[config.mk]
export PLATFORM = sky130hd
export DESIGN_NAME = iwd_decoder
export DESIGN_NICKNAME = d
export VERILOG_FILES = /design/src/iwd_pkg.sv /design/src/iwd_dec_if.sv /design/src/iwd_decoder.sv /design/src/iwd_field_decode.sv
export VERILOG_INCLUDE_DIRS = /design/src
export SDC_FILE = /design/constraint.sdc
export NUM_CORES = 1
export LEC_CHECK = 0
export ABC_AREA = 0
export BUFFER_PORTS_ARGS = -buffer_cell sky130_fd_sc_hd__buf_2
export CAP_MARGIN = 10
export CORE_MARGIN = 2
export CORE_UTILIZATION = 48
export DETAILED_ROUTE_END_ITERATION = 8
export PLACE_DENSITY = 0.65
export SLEW_MARGIN = 20
export SYNTH_ARGS = -nofsm -noshare
export SYNTH_HDL_FRONTEND = slang
export SYNTH_HIERARCHICAL = 1
export SYNTH_SLANG_ARGS = --single-unit
[constraint.sdc]
create_clock -name clk -period 4.7 [get_ports clk]
set_input_delay 0.94 -clock clk [delete_from_list [all_inputs] [get_ports clk]]
set_output_delay 0.94 -clock clk [all_outputs]
set_load 0.03 [all_outputs]
[src/iwd_regs.svh]
// Constants for the instruction word decoder: field positions, codes, sizes
`ifndef IWD_REGS_SVH
`define IWD_REGS_SVH

// ==========================================================
// Word and field layout
`define IWD_WORD_W      14
`define IWD_FMT_MSB     13
`define IWD_FMT_LSB     12
`define IWD_JUMP_BIT    11
`define IWD_DEST_BIT    7
`define IWD_FILE_MSB    6
`define IWD_BIT_MSB     9
`define IWD_BIT_LSB     7
`define IWD_LIT8_MSB    7
`define IWD_LIT11_MSB   10

// ==========================================================
// Sizes and reset values
`define IWD_PC_W        11
`define IWD_STACK_D     8
`define IWD_SP_W        3
`define IWD_RESET_PC    11'h000
`define IWD_NOP_WORD    14'h0000

// ==========================================================
// Special file register addresses
`define IWD_PORT_ADDR   7'h10
`define IWD_TIMER_ADDR  7'h11

`endif

[src/iwd_pkg.sv]
// Types shared by the instruction word decoder modules
package iwd_pkg;

    // ======================================================
    // Instruction format classes
    typedef enum logic [1:0] {
        FMT_BYTE = 2'h0,
        FMT_BIT  = 2'h1,
        FMT_CTRL = 2'h2
    } iwd_fmt_e;

    // ======================================================
    // Decoded operations
    typedef enum logic [5:0] {
        OP_NOP, OP_MOVWF, OP_CLRW, OP_CLRF, OP_SUBF, OP_DECF, OP_IORF,
        OP_ANDF, OP_XORF, OP_ADDF, OP_MOVF, OP_COMF, OP_INCF, OP_DECSZ,
        OP_RRF, OP_RLF, OP_SWAPF, OP_INCSZ, OP_BCLR, OP_BSET, OP_BTSC,
        OP_BTSS, OP_CALL, OP_GOTO, OP_MOVL, OP_RETL, OP_SUBL, OP_ADDL,
        OP_IORL, OP_ANDL, OP_XORL, OP_RET, OP_RETI, OP_WDTCLR, OP_SLEEP
    } iwd_op_e;

    // ======================================================
    // Oscillator periods within one instruction cycle
    typedef enum logic [3:0] {
        PH_Q1 = 4'b0001,
        PH_Q2 = 4'b0010,
        PH_Q3 = 4'b0100,
        PH_Q4 = 4'b1000
    } iwd_phase_e;

endpackage : iwd_pkg

[src/iwd_dec_if.sv]
// Decoded instruction fields passed from the field decoder to the sequencer
`timescale 1ns/1ps
interface iwd_dec_if;
    iwd_pkg::iwd_op_e  op;
    iwd_pkg::iwd_fmt_e fmt;
    logic [6:0]        fileAddr;
    logic [2:0]        bitSel;
    logic [7:0]        lit8;
    logic [10:0]       lit11;
    logic              namesFile;
    logic              writes;
    logic              toFile;

    modport src (output op, fmt, fileAddr, bitSel, lit8, lit11, namesFile, writes, toFile);
    modport dst (input  op, fmt, fileAddr, bitSel, lit8, lit11, namesFile, writes, toFile);
endinterface : iwd_dec_if

[src/iwd_decoder.sv]
// Instruction word decoder and four-period sequencer with read-modify-write datapath
`timescale 1ns/1ps
`include "iwd_regs.svh"
module iwd_decoder (
    // Clock and reset
    input  wire logic                    clk,
    input  wire logic                    rst,
    // Program memory
    output logic [`IWD_PC_W-1:0]         progAddr,
    input  wire logic [`IWD_WORD_W-1:0]  instrWord,
    // Register file
    output logic [6:0]                   regAddr,
    output logic                         regRdEn,
    input  wire logic [7:0]              regRdData,
    output logic                         regWrEn,
    output logic [7:0]                   regWrData,
    // Accumulator and status
    output logic [7:0]                   wReg,
    output logic                         carry,
    output logic                         digitCarry,
    output logic                         zero,
    // Peripheral side effects
    input  wire logic                    timerPrescAssigned,
    output logic                         pinChangeClear,
    output logic                         prescalerClear,
    output logic                         watchdogClear,
    output logic                         sleepRequest,
    output logic                         interruptReturn,
    output logic [3:0]                   phase
);

    // ======================================================
    // Shared arithmetic: returns {carry, digit carry, sum}
    function automatic logic [9:0] addc(input logic [7:0] a, input logic [7:0] b,
                                        input logic cin);
        logic [4:0] lo;
        logic [4:0] hi;
        lo = {1'b0, a[3:0]} + {1'b0, b[3:0]} + {4'h0, cin};
        hi = {1'b0, a[7:4]} + {1'b0, b[7:4]} + {4'h0, lo[4]};
        return {hi[4], lo[4], hi[3:0], lo[3:0]};
    endfunction : addc

    // ======================================================
    // State
    iwd_pkg::iwd_phase_e           ph;
    iwd_pkg::iwd_phase_e           next_ph;
    logic [`IWD_WORD_W-1:0]        ir;
    logic [`IWD_WORD_W-1:0]        next_ir;
    logic [`IWD_PC_W-1:0]          pc;
    logic [`IWD_PC_W-1:0]          next_pc;
    logic [`IWD_PC_W-1:0]          next_progAddr;
    logic                          bubble;
    logic                          next_bubble;
    logic [`IWD_SP_W-1:0]          sp;
    logic [`IWD_SP_W-1:0]          next_sp;
    logic [`IWD_PC_W-1:0]          stack [`IWD_STACK_D];
    logic                          stackPush;
    logic [6:0]                    next_regAddr;
    logic                          next_regRdEn;
    logic                          next_regWrEn;
    logic [7:0]                    next_regWrData;
    logic [7:0]                    next_wReg;
    logic                          next_carry;
    logic                          next_digitCarry;
    logic                          next_zero;
    logic                          next_pinChangeClear;
    logic                          next_prescalerClear;
    logic                          next_watchdogClear;
    logic                          next_sleepRequest;
    logic                          next_interruptReturn;

    iwd_dec_if dec ();

    iwd_field_decode u_fields (
        .ir  (ir),
        .dec (dec)
    );

    // ======================================================
    // Next-state logic
    always_comb begin
        logic [9:0] s;
        logic [7:0] res;
        logic [7:0] mask;
        logic       updZ;
        logic       skip;
        logic       jump;
        logic [`IWD_PC_W-1:0] target;
        s      = 10'h000;
        res    = 8'h00;
        mask   = (dec.fmt == iwd_pkg::FMT_BIT) ? (8'h01 << dec.bitSel) : 8'h00;
        updZ   = 1'b0;
        skip   = 1'b0;
        jump   = 1'b0;
        target = pc;
        next_ph              = ph;
        next_ir              = ir;
        next_pc              = pc;
        next_progAddr        = progAddr;
        next_bubble          = bubble;
        next_sp              = sp;
        stackPush            = 1'b0;
        next_regAddr         = regAddr;
        next_regRdEn         = 1'b0;
        next_regWrEn         = 1'b0;
        next_regWrData       = regWrData;
        next_wReg            = wReg;
        next_carry           = carry;
        next_digitCarry      = digitCarry;
        next_zero            = zero;
        next_pinChangeClear  = 1'b0;
        next_prescalerClear  = 1'b0;
        next_watchdogClear   = 1'b0;
        next_sleepRequest    = 1'b0;
        next_interruptReturn = 1'b0;
        case (ph)
            iwd_pkg::PH_Q1: begin
                next_ph = iwd_pkg::PH_Q2;
                next_ir = bubble ? `IWD_NOP_WORD : instrWord;
                next_pc = progAddr + `IWD_PC_W'(1);
            end
            iwd_pkg::PH_Q2: begin
                next_ph      = iwd_pkg::PH_Q3;
                next_regAddr = dec.fileAddr;
                next_regRdEn = dec.namesFile;
                next_pinChangeClear = dec.namesFile &&
                                      dec.fileAddr == `IWD_PORT_ADDR;
            end
            iwd_pkg::PH_Q3: begin
                next_ph = iwd_pkg::PH_Q4;
            end
            iwd_pkg::PH_Q4: begin
                next_ph = iwd_pkg::PH_Q1;
                case (dec.op)
                    iwd_pkg::OP_MOVWF: res = wReg;
                    iwd_pkg::OP_CLRW, iwd_pkg::OP_CLRF: begin
                        res  = 8'h00;
                        updZ = 1'b1;
                    end
                    iwd_pkg::OP_ADDF, iwd_pkg::OP_SUBF, iwd_pkg::OP_ADDL,
                    iwd_pkg::OP_SUBL: begin
                        case (dec.op)
                            iwd_pkg::OP_ADDF: s = addc(regRdData, wReg, 1'b0);
                            iwd_pkg::OP_SUBF: s = addc(regRdData, ~wReg, 1'b1);
                            iwd_pkg::OP_ADDL: s = addc(dec.lit8, wReg, 1'b0);
                            default:          s = addc(dec.lit8, ~wReg, 1'b1);
                        endcase
                        res             = s[7:0];
                        next_carry      = s[9];
                        next_digitCarry = s[8];
                        updZ            = 1'b1;
                    end
                    iwd_pkg::OP_IORF: {res, updZ} = {regRdData | wReg, 1'b1};
                    iwd_pkg::OP_ANDF: {res, updZ} = {regRdData & wReg, 1'b1};
                    iwd_pkg::OP_XORF: {res, updZ} = {regRdData ^ wReg, 1'b1};
                    iwd_pkg::OP_IORL: {res, updZ} = {dec.lit8 | wReg, 1'b1};
                    iwd_pkg::OP_ANDL: {res, updZ} = {dec.lit8 & wReg, 1'b1};
                    iwd_pkg::OP_XORL: {res, updZ} = {dec.lit8 ^ wReg, 1'b1};
                    iwd_pkg::OP_MOVF: {res, updZ} = {regRdData, 1'b1};
                    iwd_pkg::OP_COMF: {res, updZ} = {~regRdData, 1'b1};
                    iwd_pkg::OP_DECF: {res, updZ} = {regRdData - 8'h01, 1'b1};
                    iwd_pkg::OP_INCF: {res, updZ} = {regRdData + 8'h01, 1'b1};
                    iwd_pkg::OP_DECSZ: begin
                        res  = regRdData - 8'h01;
                        skip = (res == 8'h00);
                    end
                    iwd_pkg::OP_INCSZ: begin
                        res  = regRdData + 8'h01;
                        skip = (res == 8'h00);
                    end
                    iwd_pkg::OP_RLF: {next_carry, res} = {regRdData, carry};
                    iwd_pkg::OP_RRF: {res, next_carry} = {carry, regRdData};
                    iwd_pkg::OP_SWAPF: res = {regRdData[3:0], regRdData[7:4]};
                    iwd_pkg::OP_BCLR: res = regRdData & ~mask;
                    iwd_pkg::OP_BSET: res = regRdData | mask;
                    iwd_pkg::OP_BTSC: skip = (regRdData & mask) == 8'h00;
                    iwd_pkg::OP_BTSS: skip = (regRdData & mask) != 8'h00;
                    iwd_pkg::OP_MOVL: res = dec.lit8;
                    iwd_pkg::OP_CALL, iwd_pkg::OP_GOTO: begin
                        jump      = 1'b1;
                        target    = dec.lit11;
                        stackPush = (dec.op == iwd_pkg::OP_CALL);
                    end
                    iwd_pkg::OP_RET, iwd_pkg::OP_RETI, iwd_pkg::OP_RETL: begin
                        res                  = dec.lit8;
                        jump                 = 1'b1;
                        target               = stack[sp - `IWD_SP_W'(1)];
                        next_sp              = sp - `IWD_SP_W'(1);
                        next_interruptReturn = (dec.op == iwd_pkg::OP_RETI);
                    end
                    iwd_pkg::OP_WDTCLR: next_watchdogClear = 1'b1;
                    iwd_pkg::OP_SLEEP:  next_sleepRequest  = 1'b1;
                    default:            res = 8'h00;
                endcase
                if (stackPush) begin
                    next_sp = sp + `IWD_SP_W'(1);
                end
                if (updZ) begin
                    next_zero = (res == 8'h00);
                end
                if (dec.writes && dec.toFile) begin
                    next_regWrEn        = 1'b1;
                    next_regWrData      = res;
                    next_prescalerClear = timerPrescAssigned &&
                                          regAddr == `IWD_TIMER_ADDR;
                end else if (dec.writes) begin
                    next_wReg = res;
                end
                if (bubble) begin
                    next_bubble = 1'b0;
                end else if (jump) begin
                    next_progAddr = target;
                    next_bubble   = 1'b1;
                end else if (skip) begin
                    next_progAddr = pc + `IWD_PC_W'(1);
                    next_bubble   = 1'b1;
                end else begin
                    next_progAddr = pc;
                end
            end
            default: next_ph = iwd_pkg::PH_Q1;
        endcase
    end

    // ======================================================
    // Registers
    always_ff @(posedge clk) begin
        if (rst) begin
            ph              <= iwd_pkg::PH_Q1;
            ir              <= `IWD_NOP_WORD;
            pc              <= `IWD_RESET_PC;
            progAddr        <= `IWD_RESET_PC;
            bubble          <= 1'b0;
            sp              <= '0;
            regAddr         <= 7'h00;
            regRdEn         <= 1'b0;
            regWrEn         <= 1'b0;
            regWrData       <= 8'h00;
            wReg            <= 8'h00;
            carry           <= 1'b0;
            digitCarry      <= 1'b0;
            zero            <= 1'b0;
            pinChangeClear  <= 1'b0;
            prescalerClear  <= 1'b0;
            watchdogClear   <= 1'b0;
            sleepRequest    <= 1'b0;
            interruptReturn <= 1'b0;
        end else begin
            ph              <= next_ph;
            ir              <= next_ir;
            pc              <= next_pc;
            progAddr        <= next_progAddr;
            bubble          <= next_bubble;
            sp              <= next_sp;
            regAddr         <= next_regAddr;
            regRdEn         <= next_regRdEn;
            regWrEn         <= next_regWrEn;
            regWrData       <= next_regWrData;
            wReg            <= next_wReg;
            carry           <= next_carry;
            digitCarry      <= next_digitCarry;
            zero            <= next_zero;
            pinChangeClear  <= next_pinChangeClear;
            prescalerClear  <= next_prescalerClear;
            watchdogClear   <= next_watchdogClear;
            sleepRequest    <= next_sleepRequest;
            interruptReturn <= next_interruptReturn;
        end
    end

    // ======================================================
    // Return stack, wraps after eight levels
    always_ff @(posedge clk) begin
        if (!rst && stackPush) begin
            stack[sp] <= pc;
        end
    end

    assign phase = ph;

endmodule : iwd_decoder

[src/iwd_field_decode.sv]
// Combinational split of a 14-bit instruction word into format, operation and operands
`timescale 1ns/1ps
`include "iwd_regs.svh"
module iwd_field_decode (
    // Instruction word
    input wire logic [`IWD_WORD_W-1:0] ir,
    // Decoded fields
    iwd_dec_if.src                     dec
);

    // ======================================================
    // Operand fields
    always_comb begin
        dec.fileAddr = ir[`IWD_FILE_MSB:0];
        dec.bitSel   = ir[`IWD_BIT_MSB:`IWD_BIT_LSB];
        dec.lit8     = ir[`IWD_LIT8_MSB:0];
        dec.lit11    = ir[`IWD_LIT11_MSB:0];
        dec.fmt      = iwd_pkg::iwd_fmt_e'(ir[`IWD_FMT_MSB:`IWD_FMT_LSB]);
        if (ir[`IWD_FMT_MSB]) begin
            dec.fmt = iwd_pkg::FMT_CTRL;
        end
    end

    // ======================================================
    // Operation select, don't-care positions masked by casez
    always_comb begin
        dec.op        = iwd_pkg::OP_NOP;
        dec.namesFile = 1'b0;
        dec.writes    = 1'b0;
        dec.toFile    = ir[`IWD_DEST_BIT];
        casez (ir)
            14'b00_0000_1???_????: dec.op = iwd_pkg::OP_MOVWF;
            14'b00_0000_0000_1000: dec.op = iwd_pkg::OP_RET;
            14'b00_0000_0000_1001: dec.op = iwd_pkg::OP_RETI;
            14'b00_0000_0110_0011: dec.op = iwd_pkg::OP_SLEEP;
            14'b00_0000_0110_0100: dec.op = iwd_pkg::OP_WDTCLR;
            14'b00_0001_1???_????: dec.op = iwd_pkg::OP_CLRF;
            14'b00_0001_0???_????: dec.op = iwd_pkg::OP_CLRW;
            14'b00_0010_????_????: dec.op = iwd_pkg::OP_SUBF;
            14'b00_0011_????_????: dec.op = iwd_pkg::OP_DECF;
            14'b00_0100_????_????: dec.op = iwd_pkg::OP_IORF;
            14'b00_0101_????_????: dec.op = iwd_pkg::OP_ANDF;
            14'b00_0110_????_????: dec.op = iwd_pkg::OP_XORF;
            14'b00_0111_????_????: dec.op = iwd_pkg::OP_ADDF;
            14'b00_1000_????_????: dec.op = iwd_pkg::OP_MOVF;
            14'b00_1001_????_????: dec.op = iwd_pkg::OP_COMF;
            14'b00_1010_????_????: dec.op = iwd_pkg::OP_INCF;
            14'b00_1011_????_????: dec.op = iwd_pkg::OP_DECSZ;
            14'b00_1100_????_????: dec.op = iwd_pkg::OP_RRF;
            14'b00_1101_????_????: dec.op = iwd_pkg::OP_RLF;
            14'b00_1110_????_????: dec.op = iwd_pkg::OP_SWAPF;
            14'b00_1111_????_????: dec.op = iwd_pkg::OP_INCSZ;
            14'b01_00??_????_????: dec.op = iwd_pkg::OP_BCLR;
            14'b01_01??_????_????: dec.op = iwd_pkg::OP_BSET;
            14'b01_10??_????_????: dec.op = iwd_pkg::OP_BTSC;
            14'b01_11??_????_????: dec.op = iwd_pkg::OP_BTSS;
            14'b10_0???_????_????: dec.op = iwd_pkg::OP_CALL;
            14'b10_1???_????_????: dec.op = iwd_pkg::OP_GOTO;
            14'b11_00??_????_????: dec.op = iwd_pkg::OP_MOVL;
            14'b11_01??_????_????: dec.op = iwd_pkg::OP_RETL;
            14'b11_1000_????_????: dec.op = iwd_pkg::OP_IORL;
            14'b11_1001_????_????: dec.op = iwd_pkg::OP_ANDL;
            14'b11_1010_????_????: dec.op = iwd_pkg::OP_XORL;
            14'b11_110?_????_????: dec.op = iwd_pkg::OP_SUBL;
            14'b11_111?_????_????: dec.op = iwd_pkg::OP_ADDL;
            default:               dec.op = iwd_pkg::OP_NOP;
        endcase
        case (dec.op)
            iwd_pkg::OP_MOVWF, iwd_pkg::OP_CLRF, iwd_pkg::OP_BCLR, iwd_pkg::OP_BSET: begin
                dec.namesFile = 1'b1;
                dec.writes    = 1'b1;
                dec.toFile    = 1'b1;
            end
            iwd_pkg::OP_BTSC, iwd_pkg::OP_BTSS: begin
                dec.namesFile = 1'b1;
            end
            iwd_pkg::OP_NOP, iwd_pkg::OP_RET, iwd_pkg::OP_RETI, iwd_pkg::OP_SLEEP,
            iwd_pkg::OP_WDTCLR, iwd_pkg::OP_CALL, iwd_pkg::OP_GOTO: begin
                dec.toFile    = 1'b0;
            end
            iwd_pkg::OP_CLRW, iwd_pkg::OP_MOVL, iwd_pkg::OP_RETL, iwd_pkg::OP_SUBL,
            iwd_pkg::OP_ADDL, iwd_pkg::OP_IORL, iwd_pkg::OP_ANDL, iwd_pkg::OP_XORL: begin
                dec.writes    = 1'b1;
                dec.toFile    = 1'b0;
            end
            default: begin
                dec.namesFile = 1'b1;
                dec.writes    = 1'b1;
            end
        endcase
    end

endmodule : iwd_field_decode

==> flow_metrics.env, run 1 <==
export IMPL_ys_warnings_count=6
export IMPL_synth_flop_cell="edfxtp_1"
export IMPL_initial_antenna_violation_count=1
export IMPL_timing_fmax_mhz=234
export IMPL_fp_dieW_um=158
export IMPL_dr_pass1_iters=7
export IMPL_instances_no_fill=1559
export IMPL_totalNegativeSetupSlack_ps=0
export IMPL_place_congestion=1.02
export IMPL_clock_skew_final_ps=20.6
export IMPL_cts_root_buf="clkbuf_16"
export IMPL_hold_viol_final=0
export IMPL_async_flop_share_pct=0
export IMPL_post_cts_hold_buffer_count=0
export IMPL_routedWlPerCell_um=24.4
export IMPL_status="completed"
export IMPL_synth_top_area_share_pct=23.1
export IMPL_largest_stage_delay_on_the_critical_path_ps=450
export IMPL_area_delta_synth_final_pct=10.9
export IMPL_synth_top_cells_by_area="edfxtp_1 (23%), dfxtp_1 (13%), ha_1 (4.9%), mux4_2 (4.3%), nor2_1 (3.4%)"
export IMPL_cts_inserted_buffers=17
export IMPL_final_max_tran_viols=0
export IMPL_wl_met3_mm=4.26
export IMPL_met2WireLength_mm=16.2
export IMPL_path_class="in -> reg"
export IMPL_post_dp_hpwl_mm=27.6
export IMPL_cts_sink_count=165
export IMPL_filler_cell_count=2198
export IMPL_worst_setup_hold_path_clk_slew_ps=70
export IMPL_grt_pass1_vias=9304
export IMPL_power_density_nw_per_um2=396
export IMPL_ys_seq_area_share_pct=36.6
export IMPL_cp_top_family="adder cells"
export IMPL_drv_cap=0
export IMPL_met1Wirelength_mm=16.4
export IMPL_clk_insertion_delay_late_ps=430
export IMPL_overflow=0
export IMPL_grt_setup_unrepaired="false"
export IMPL_via_per_inst=6.51
export IMPL_cts_max_level=4
export IMPL_antenna_diode_count=0
export IMPL_placement_rows=56
export IMPL_drt_iter0_drc=1141
export IMPL_clockBufferDepth=2
export IMPL_initial_utilization_pct=48.9
export IMPL_post_synthesis_sequential_element_count=165
export IMPL_core_um2=23400
export IMPL_min_delay_path_class="reg -> reg"
export IMPL_die_y_um=158
export IMPL_worst_path_bufs_invs=3
export IMPL_cp_data_required_time_ps=5040
export IMPL_worstPathCellList="buf_2 > inv_1 > ha_1 > inv_1 > fa_1 > a21o_1 > a21o_1 > fa_1 > fa_1 > xor2_1 > nand3_1 > o311ai_0 > a2111oi_0 > nand4b_1 > nand4b_1 > o31ai_2"
export IMPL_routed_wl_mm=38.1
export IMPL_cell_repeated_most_along_the_worst_path="fa_1"
export IMPL_min_period_over_period_pct=90.8
export IMPL_synth_top_cell_by_area="edfxtp_1"
export IMPL_dpl_cell_count=1527
export IMPL_slew_at_the_pin_closest_to_its_max_slew_limit_ps=1070
export IMPL_syn_nets=1261
export IMPL_grt_use_total_pct=30.9
export IMPL_power_ir_vdd_worst_mv=0.287
export IMPL_drt_drc_violations_left=0
export IMPL_critical_path_max_fanout=2
export IMPL_p_leak_nw=4.70
export IMPL_worst_endpoint_arrival_ps=4610
export IMPL_grt_pass1_wl_mm=57.3
export IMPL_ant_nets=0
export IMPL_post_cts_setup_buffer_count=0
export IMPL_time_the_final_worst_path_needs_with_i_o_delays_and_setup_ps=4270
export IMPL_worst_slew_margin_rel_pct=28.4
export IMPL_proportion_of_layout_cells_with_a_drive_suffix_above_1_pct=19.7
export IMPL_total_power_after_layout_mw=5.02
export IMPL_finish_net_count=1309
export IMPL_die_area_um2=25100
export IMPL_synth_cell_type_count=100
export IMPL_mappedNetlistArea_um2=11400
export IMPL_place_port_buffers=72
export IMPL_number_of_flops_mapped_to_enable_cells_by_yosys=88
export IMPL_cts_resized_gates=0
export IMPL_critPathSlowestCell="fa_1"
export IMPL_grt_max_degree=41
export IMPL_top_level_ports=73
export IMPL_timing_critical_path_to_type="register"
export IMPL_via_count=10200
export IMPL_timing_final_setup_violations=0
export IMPL_avgSynthCellArea_um2=9.70
export IMPL_synthesis_instances=1179
export IMPL_top_layer="met4"
export IMPL_cts_tree="built"
export IMPL_worst_setup_path_start_kind="input port"
[metal layers]
| layer | global-route usage [%] | vias to the layer above |
|---|---|---|
| li1 | - | 4570 |
| met1 | 45.8 | 4831 |
| met2 | 45.4 | 665 |
| met3 | 6.40 | 89 |
| met4 | 9.61 | 0 |
| met5 | 0 | - |
[Yosys cell counts (13+ instances only)]
cell type  count
nand4_1       17
dfxtp_1       77
inv_1         33
clkbuf_1      41
buf_4         38
and2_1        19
nor3_1        26
xnor2_1       16
mux4_2        22
o21ai_0       34
nand2b_1      13
edfxtp_1      88
ha_1          45
a211oi_1      24
mux2i_1       27
buf_2         15
nor2_1       105
nand3_1       60
a21oi_1       58
and3_1        16
xor2_1        13
a22o_1        17
nand2_1       67
[sequential cells by signal, indices dropped and copies added, names as in the netlist]
register         count
bubble               1
carry                1
digitCarry           1
interruptReturn      1
ir                  14
pc                  11
phase                4
pinChangeClear       1
prescalerClear       1
progAddr            11
regAddr              7
regRdEn              1
regWrData            8
regWrEn              1
sleepRequest         1
sp                   3
stack               88
wReg                 8
watchdogClear        1
zero                 1
[report_power, final]
group	switching, mW	internal, mW
clock network	0.614	0.802
logic	1.24	0.644
registers	0.117	1.61
total	1.97	3.05
[final cells by class]
class,count,area [um2],share of cell area (%)
tap,319,399,3.15
timing repair buffer,139,876,6.91
sequential,165,4190,33.0
clock buffer,18,439,3.46
multi-input combinational,868,6490,51.2
inverter,36,135,1.07
clock inverter,14,149,1.17
[placed cells by master (no fill, tap or decap), types with 27 or more instances in the layout]
cell type    n
nand2_1     67
dfxtp_1     76
o21ai_0     33
a21oi_1     58
buf_2       72
nand3_1     60
ha_1        45
mux2i_1     27
nor2_1     105
buf_4       66
inv_1       33
edfxtp_1    88
[cells by family after synthesis]
kind of cell / after synthesis / synth area share, %
xor gates and xnor gates: 30 / 2.36
muxes: 53 / 7.09
adders and majority gates: 57 / 7.03
buffers and inverters: 146 / 6.95
DFF: 165 / 36.6
AOI/OAI and AO/OA: 291 / 18.9
and+or+nand+nor: 437 / 21.1
[final timing paths]
kind | from | to | slack (ps) | cells after the start
worst max-delay path | regRdData[0] | zero | 430 | 16
worst min-delay path | regAddr[3] | regAddr[3] | 480 | 2
worst max register to register | ir[11] | zero | 450 | 9
worst min register to register | regAddr[3] | regAddr[3] | 480 | 2
[metrics by stage]
stage,hold slack (ps),worst slack (ps),util [%],cell area (um2)
after floorplan,458,386,-,11400
after detailed placement,465,69.7,51.6,12100
after global placement,464,167,51.6,12100
final,476,430,54.2,12700
after CTS,478,513,54.1,12700
after global routing,503,272,54.2,12700
[worst min-delay path, cell delays in order (launching register included)]
cell     delay (ps)
dfxtp_1         320
nand2_1          50
a21oi_1          50
No activity file was read; power rests on OpenSTA's default activity.
==> run 2, diff against run 1 <==
--- a/config.mk
+++ b/config.mk
@@ -7,12 +7,11 @@
 export NUM_CORES = 1
 export LEC_CHECK = 0
 export ABC_AREA = 0
-export BUFFER_PORTS_ARGS = -buffer_cell sky130_fd_sc_hd__buf_2
 export CAP_MARGIN = 10
 export CORE_MARGIN = 2
 export CORE_UTILIZATION = 48
 export DETAILED_ROUTE_END_ITERATION = 8
-export PLACE_DENSITY = 0.65
+export DONT_BUFFER_PORTS = 1
 export SLEW_MARGIN = 20
 export SYNTH_ARGS = -nofsm -noshare
 export SYNTH_HDL_FRONTEND = slang
==> flow_metrics.env, run 2 (synthesized netlist as in run 1, its figures left out) <==
export IMPL_min_period_over_period_pct=91.6
export IMPL_via_count=9754
export IMPL_drt_drc_violations_left=0
export IMPL_post_cts_setup_buffer_count=0
export IMPL_netSwitchingFraction_pct=40.2
export IMPL_grt_pass1_vias=9043
export IMPL_place_port_buffers=0
export IMPL_grt_util_met2_pct=44.5
export IMPL_placement_rows=56
export IMPL_placed_instance_area_um2=11700
export IMPL_power_net_switching_mw=1.97
export IMPL_path_class="reg -> reg"
export IMPL_worst_setup_path_start_kind="register"
export IMPL_min_delay_path_class="reg -> reg"
export IMPL_die_area_um2=25100
export IMPL_grt_max_degree=69
export IMPL_pwr_share_comb_pct=37.2
export IMPL_initial_utilization_pct=48.9
export IMPL_power_density_nw_per_um2=399
export IMPL_routed_wl_mm=37.2
export IMPL_via_per_inst=6.57
export IMPL_cts_tree="built"
export IMPL_mostFrequentLayoutCell="nor2_1"
export IMPL_cts_resized_gates=0
export IMPL_status="completed"
export IMPL_top_level_ports=73
export IMPL_worst_setup_hold_path_clk_slew_ps=70
export IMPL_grt_pass1_wl_mm=56.0
export IMPL_cell_internal_pwr_mw=2.93
export IMPL_largest_reg_flops=88
export IMPL_place_congestion=1.05
export IMPL_layout_common_cells="nor2_1 (105), edfxtp_1 (88), dfxtp_1 (76)"
export IMPL_grt_use_total_pct=30.1
export IMPL_instances_no_fill=1485
export IMPL_ant_nets=0
export IMPL_slew_at_the_pin_closest_to_its_max_slew_limit_ps=1150
export IMPL_layout_top_registers="stack: 88 flops, ir: 14 flops"
export IMPL_area_delta_synth_final_pct=7.32
export IMPL_clock_skew_final_ps=17.0
export IMPL_power_ir_vdd_worst_mv=0.231
export IMPL_drt_iter0_drc=1199
export IMPL_timing_critical_path_to_type="register"
export IMPL_clk_insertion_delay_late_ps=430
export IMPL_core_um2=23400
export IMPL_cp_data_required_time_ps=5010
export IMPL_grt_met1_usage_pct=43.1
export IMPL_finalHoldWorstSlack_ps=498
export IMPL_postLayoutCoreUtil_pct=52.4
export IMPL_sequentialPowerShare_pct=35.6
export IMPL_p_leak_nw=4.31
export IMPL_die_y_um=158
export IMPL_time_the_final_worst_path_needs_with_i_o_delays_and_setup_ps=4310
export IMPL_drv_cap=0
export IMPL_timing_final_setup_violations=0
export IMPL_initial_antenna_violation_count=1
export IMPL_global_route_usage_met3_pct=7.51
export IMPL_dpl_cell_count=1452
export IMPL_cts_sink_count=165
export IMPL_cts_max_level=4
export IMPL_clockBufferDepth=2
export IMPL_post_dp_hpwl_mm=26.9
export IMPL_totalNegativeSetupSlack_ps=0
export IMPL_fp_dieW_um=158
export IMPL_worst_endpoint_arrival_ps=4620
export IMPL_grt_busiest_layer="met2"
export IMPL_fin_area_um2=12300
export IMPL_hold_viol_final=0
export IMPL_critical_path_max_fanout=17
export IMPL_post_cts_hold_buffer_count=0
export IMPL_grt_setup_unrepaired="false"
export IMPL_clock_network_power_share_pct=27.2
export IMPL_finish_net_count=1234
export IMPL_dr_pass1_iters=8
export IMPL_worst_slew_margin_rel_pct=23.0
export IMPL_proportion_of_layout_cells_with_a_drive_suffix_above_1_pct=14.5
export IMPL_registers_top_by_ff_count="stack"
export IMPL_cts_inserted_buffers=17
export IMPL_cts_root_buf="clkbuf_16"
export IMPL_final_max_tran_viols=0
export IMPL_timing_fmax_mhz=232
export IMPL_routedWlPerCell_um=25.1
export IMPL_overflow=0
[run 2: cell count changes in the layout (fill, tap and decap cells not counted), moves of 2 or more]
cell,change
buf_2,-72
clkinv_8,+3
buf_4,-2
bufinv_16,-2
clkinv_4,-2
inv_6,+2
[run 2: layout make-up]
cell class / count / area [um2]
clock inverters: 15 / 143
inverters: 36 / 135
diodes: 1 / 2.50
repair buffers: 64 / 480
multi-input cells: 868 / 6500
fillers: 2220 / 11100
clock buffers: 17 / 425
well taps: 319 / 399
flip-flops and latches: 165 / 4190
[run 2: final timing paths]
path,startpoint,to,slack [ps],cells past startpoint
worst max register to register,ir[12],progAddr[9],390,11
worst min register to register,bubble,bubble,500,2
worst min-delay path,bubble,bubble,500,2
worst max-delay path,ir[12],progAddr[9],390,11
[run 2: metrics by stage]
step | setup WS [ps] | power [mW]
3_3_place_gp | 233 | 3.55
3_5_place_dp | 120 | 3.53
5_1_grt | 147 | 5.10
2_1_floorplan | 386 | 3.04
6_report | 394 | 4.90
4_1_cts | 499 | 4.87
[run 2: routing by layer]
| metal | part of all wire, % | wire length (um) |
|---|---|---|
| met5 | 0 | 0 |
| met4 | 3.3 | 1240 |
| met3 | 10 | 3850 |
| met2 | 43 | 15900 |
| met1 | 44 | 16200 |
[run 2: power groups by stage]
stage | sequential, mW | combinational, mW | clock [mW]
4_1_cts | 1.74 | 1.77 | 1.36
6_report | 1.74 | 1.82 | 1.33
3_3_place_gp | 1.77 | 1.77 | 0
3_5_place_dp | 1.77 | 1.76 | 0
5_1_grt | 1.76 | 1.93 | 1.41
2_1_floorplan | 1.73 | 1.30 | 0
[run 2: worst max-delay path: stages, from the launching register on]
cell	delay, ps
dfxtp_1	670
inv_2	60
o311ai_0	460
nand2_1	440
buf_4	300
nor4_2	860
nand2_1	240
o31ai_1	250
nor2_1	370
nand3_1	170
a31oi_1	60
a211o_1	300
==> run 3, diff against run 2 <==
--- a/config.mk
+++ b/config.mk
@@ -9,9 +9,10 @@
 export ABC_AREA = 0
 export CAP_MARGIN = 10
 export CORE_MARGIN = 2
-export CORE_UTILIZATION = 48
+export CORE_UTILIZATION = 60
 export DETAILED_ROUTE_END_ITERATION = 8
 export DONT_BUFFER_PORTS = 1
+export PLACE_DENSITY = 0.76
 export SLEW_MARGIN = 20
 export SYNTH_ARGS = -nofsm -noshare
 export SYNTH_HDL_FRONTEND = slang
==> flow_metrics.env, run 3 (synthesized netlist as in run 1, its figures left out) <==
export IMPL_cp_data_required_time_ps=5040
export IMPL_fp_dieW_um=142
export IMPL_place_congestion=1.06
export IMPL_cts_sink_count=165
export IMPL_slew_at_the_pin_closest_to_its_max_slew_limit_ps=1090
export IMPL_largest_reg_flops=88
export IMPL_dr_pass1_iters=5
export IMPL_cts_inserted_buffers=17
export IMPL_cell_internal_pwr_mw=3.11
export IMPL_netSwitchingFraction_pct=39.1
export IMPL_layout_top_registers="stack: 88 flops, ir: 14 flops"
export IMPL_status="completed"
export IMPL_proportion_of_layout_cells_with_a_drive_suffix_above_1_pct=15.2
export IMPL_initial_utilization_pct=61.1
export IMPL_drv_cap=0
export IMPL_timing_critical_path_to_type="register"
export IMPL_fin_area_um2=12300
export IMPL_overflow=0
export IMPL_die_y_um=142
export IMPL_final_max_tran_viols=0
export IMPL_timing_fmax_mhz=226
export IMPL_layout_common_cells="nor2_1 (105), edfxtp_1 (88), dfxtp_1 (76)"
export IMPL_finish_net_count=1244
export IMPL_ant_nets=0
export IMPL_p_leak_nw=4.39
export IMPL_clock_skew_final_ps=13.9
export IMPL_power_net_switching_mw=2.00
export IMPL_power_ir_vdd_worst_mv=0.329
export IMPL_drt_iter0_drc=1225
export IMPL_clk_insertion_delay_late_ps=430
export IMPL_grt_pass1_vias=9497
export IMPL_worst_setup_hold_path_clk_slew_ps=70
export IMPL_cts_resized_gates=0
export IMPL_die_area_um2=20200
export IMPL_worst_slew_margin_rel_pct=27.1
export IMPL_total_power_after_layout_mw=5.11
export IMPL_post_dp_hpwl_mm=28.3
export IMPL_time_the_final_worst_path_needs_with_i_o_delays_and_setup_ps=4420
export IMPL_drt_drc_violations_left=0
export IMPL_area_delta_synth_final_pct=7.56
export IMPL_core_um2=18700
export IMPL_cts_root_buf="clkbuf_16"
export IMPL_min_delay_path_class="reg -> reg"
export IMPL_power_density_nw_per_um2=415
export IMPL_registers_top_by_ff_count="stack"
export IMPL_placed_instance_area_um2=11700
export IMPL_totalNegativeSetupSlack_ps=0
export IMPL_routed_wl_mm=39.2
export IMPL_grt_pass1_wl_mm=58.9
export IMPL_pwr_share_comb_pct=36.7
export IMPL_worst_endpoint_arrival_ps=4760
export IMPL_placement_rows=50
export IMPL_post_cts_hold_buffer_count=0
export IMPL_clockBufferDepth=2
export IMPL_clock_network_power_share_pct=28.8
export IMPL_post_cts_setup_buffer_count=0
export IMPL_grt_use_total_pct=39.1
export IMPL_path_class="reg -> reg"
export IMPL_reg2reg_setup_slack_ps=280
export IMPL_routedWlPerCell_um=27.8
export IMPL_hold_viol_final=0
export IMPL_antenna_diode_count=0
export IMPL_critical_path_max_fanout=9
export IMPL_initial_antenna_violation_count=0
export IMPL_cts_max_level=4
export IMPL_worst_setup_path_start_kind="register"
export IMPL_via_count=10200
export IMPL_cts_tree="built"
export IMPL_timing_final_setup_violations=0
export IMPL_place_port_buffers=0
export IMPL_mostFrequentLayoutCell="nor2_1"
export IMPL_min_period_over_period_pct=94.0
export IMPL_top_level_ports=73
export IMPL_via_per_inst=7.22
export IMPL_sequentialPowerShare_pct=34.5
export IMPL_grt_max_degree=69
export IMPL_grt_setup_unrepaired="false"
==> run 3: cell count changes in the layout (fill, tap and decap cells not counted) <==
| cell | delta |
|---|---|
| clkinv_4 | +2 |
| inv_8 | -1 |
| bufinv_16 | +3 |
| nor4bb_2 | -1 |
| clkinvlp_4 | -1 |
| buf_12 | +2 |
| clkinv_8 | -2 |
| nor4b_2 | -1 |
| clkinv_1 | -2 |
| buf_4 | +8 |
| nor4bb_1 | +1 |
| nor4b_1 | +1 |
| diode_2 | -1 |
==> run 3: cell type report <==
| type | count | area [um2] |
|---|---|---|
| well taps | 234 | 293 |
| clock inverters | 14 | 191 |
| flip-flops and latches | 165 | 4190 |
| inverters | 36 | 135 |
| fillers | 1517 | 6410 |
| repair buffers | 74 | 581 |
| clock buffers | 17 | 425 |
| multi-input cells | 868 | 6490 |
==> run 3: power groups by stage <==
stage	sequential, mW	combinational (mW)	clock (mW)
6_report	1.76	1.87	1.47
5_1_grt	1.77	1.97	1.53
4_1_cts	1.76	1.80	1.48
3_5_place_dp	1.79	1.79	0
3_3_place_gp	1.78	1.79	0
2_1_floorplan	1.73	1.30	0
==> run 3: stage by stage <==
step / cells / utilization, % / hold slack (ps) / setup WS [ps]
floorplan: 1179 / - / 458 / 386
global placement: 1377 / 62.4 / 472 / 215
detailed placement: 1377 / 62.4 / 475 / 107
CTS: 1408 / 65.7 / 484 / 380
global route: 1408 / 65.7 / 526 / 39.9
finish: 1408 / 65.7 / 485 / 283
==> run 3: path summary, 6_finish.rpt <==
path	from	to	cells past startpoint
worst max-delay path	wReg[0]	zero	14
worst min-delay path	bubble	bubble	2
worst max register to register	wReg[0]	zero	14
worst min register to register	bubble	bubble	2
==> run 3: worst max-delay path, stage by stage (launching register included) <==
cell       delay [ps]
dfxtp_1           600
ha_1              260
inv_1              60
fa_1              400
a21o_1            170
a21o_1            200
fa_1              440
fa_1              430
xor2_1            180
nand3_1           100
o311ai_0          130
a2111oi_0         430
nand4b_1          310
nand4b_1          310
o31ai_2           320
==> run 3: layer usage <==
metal	track usage, %	vias to the layer above	part of all wire [%]
met2	58.7	638	44
met3	7.94	110	11
met4	15.2	0	4.1
met1	55.9	4964	41
li1	-	4454	-
met5	0	-	0
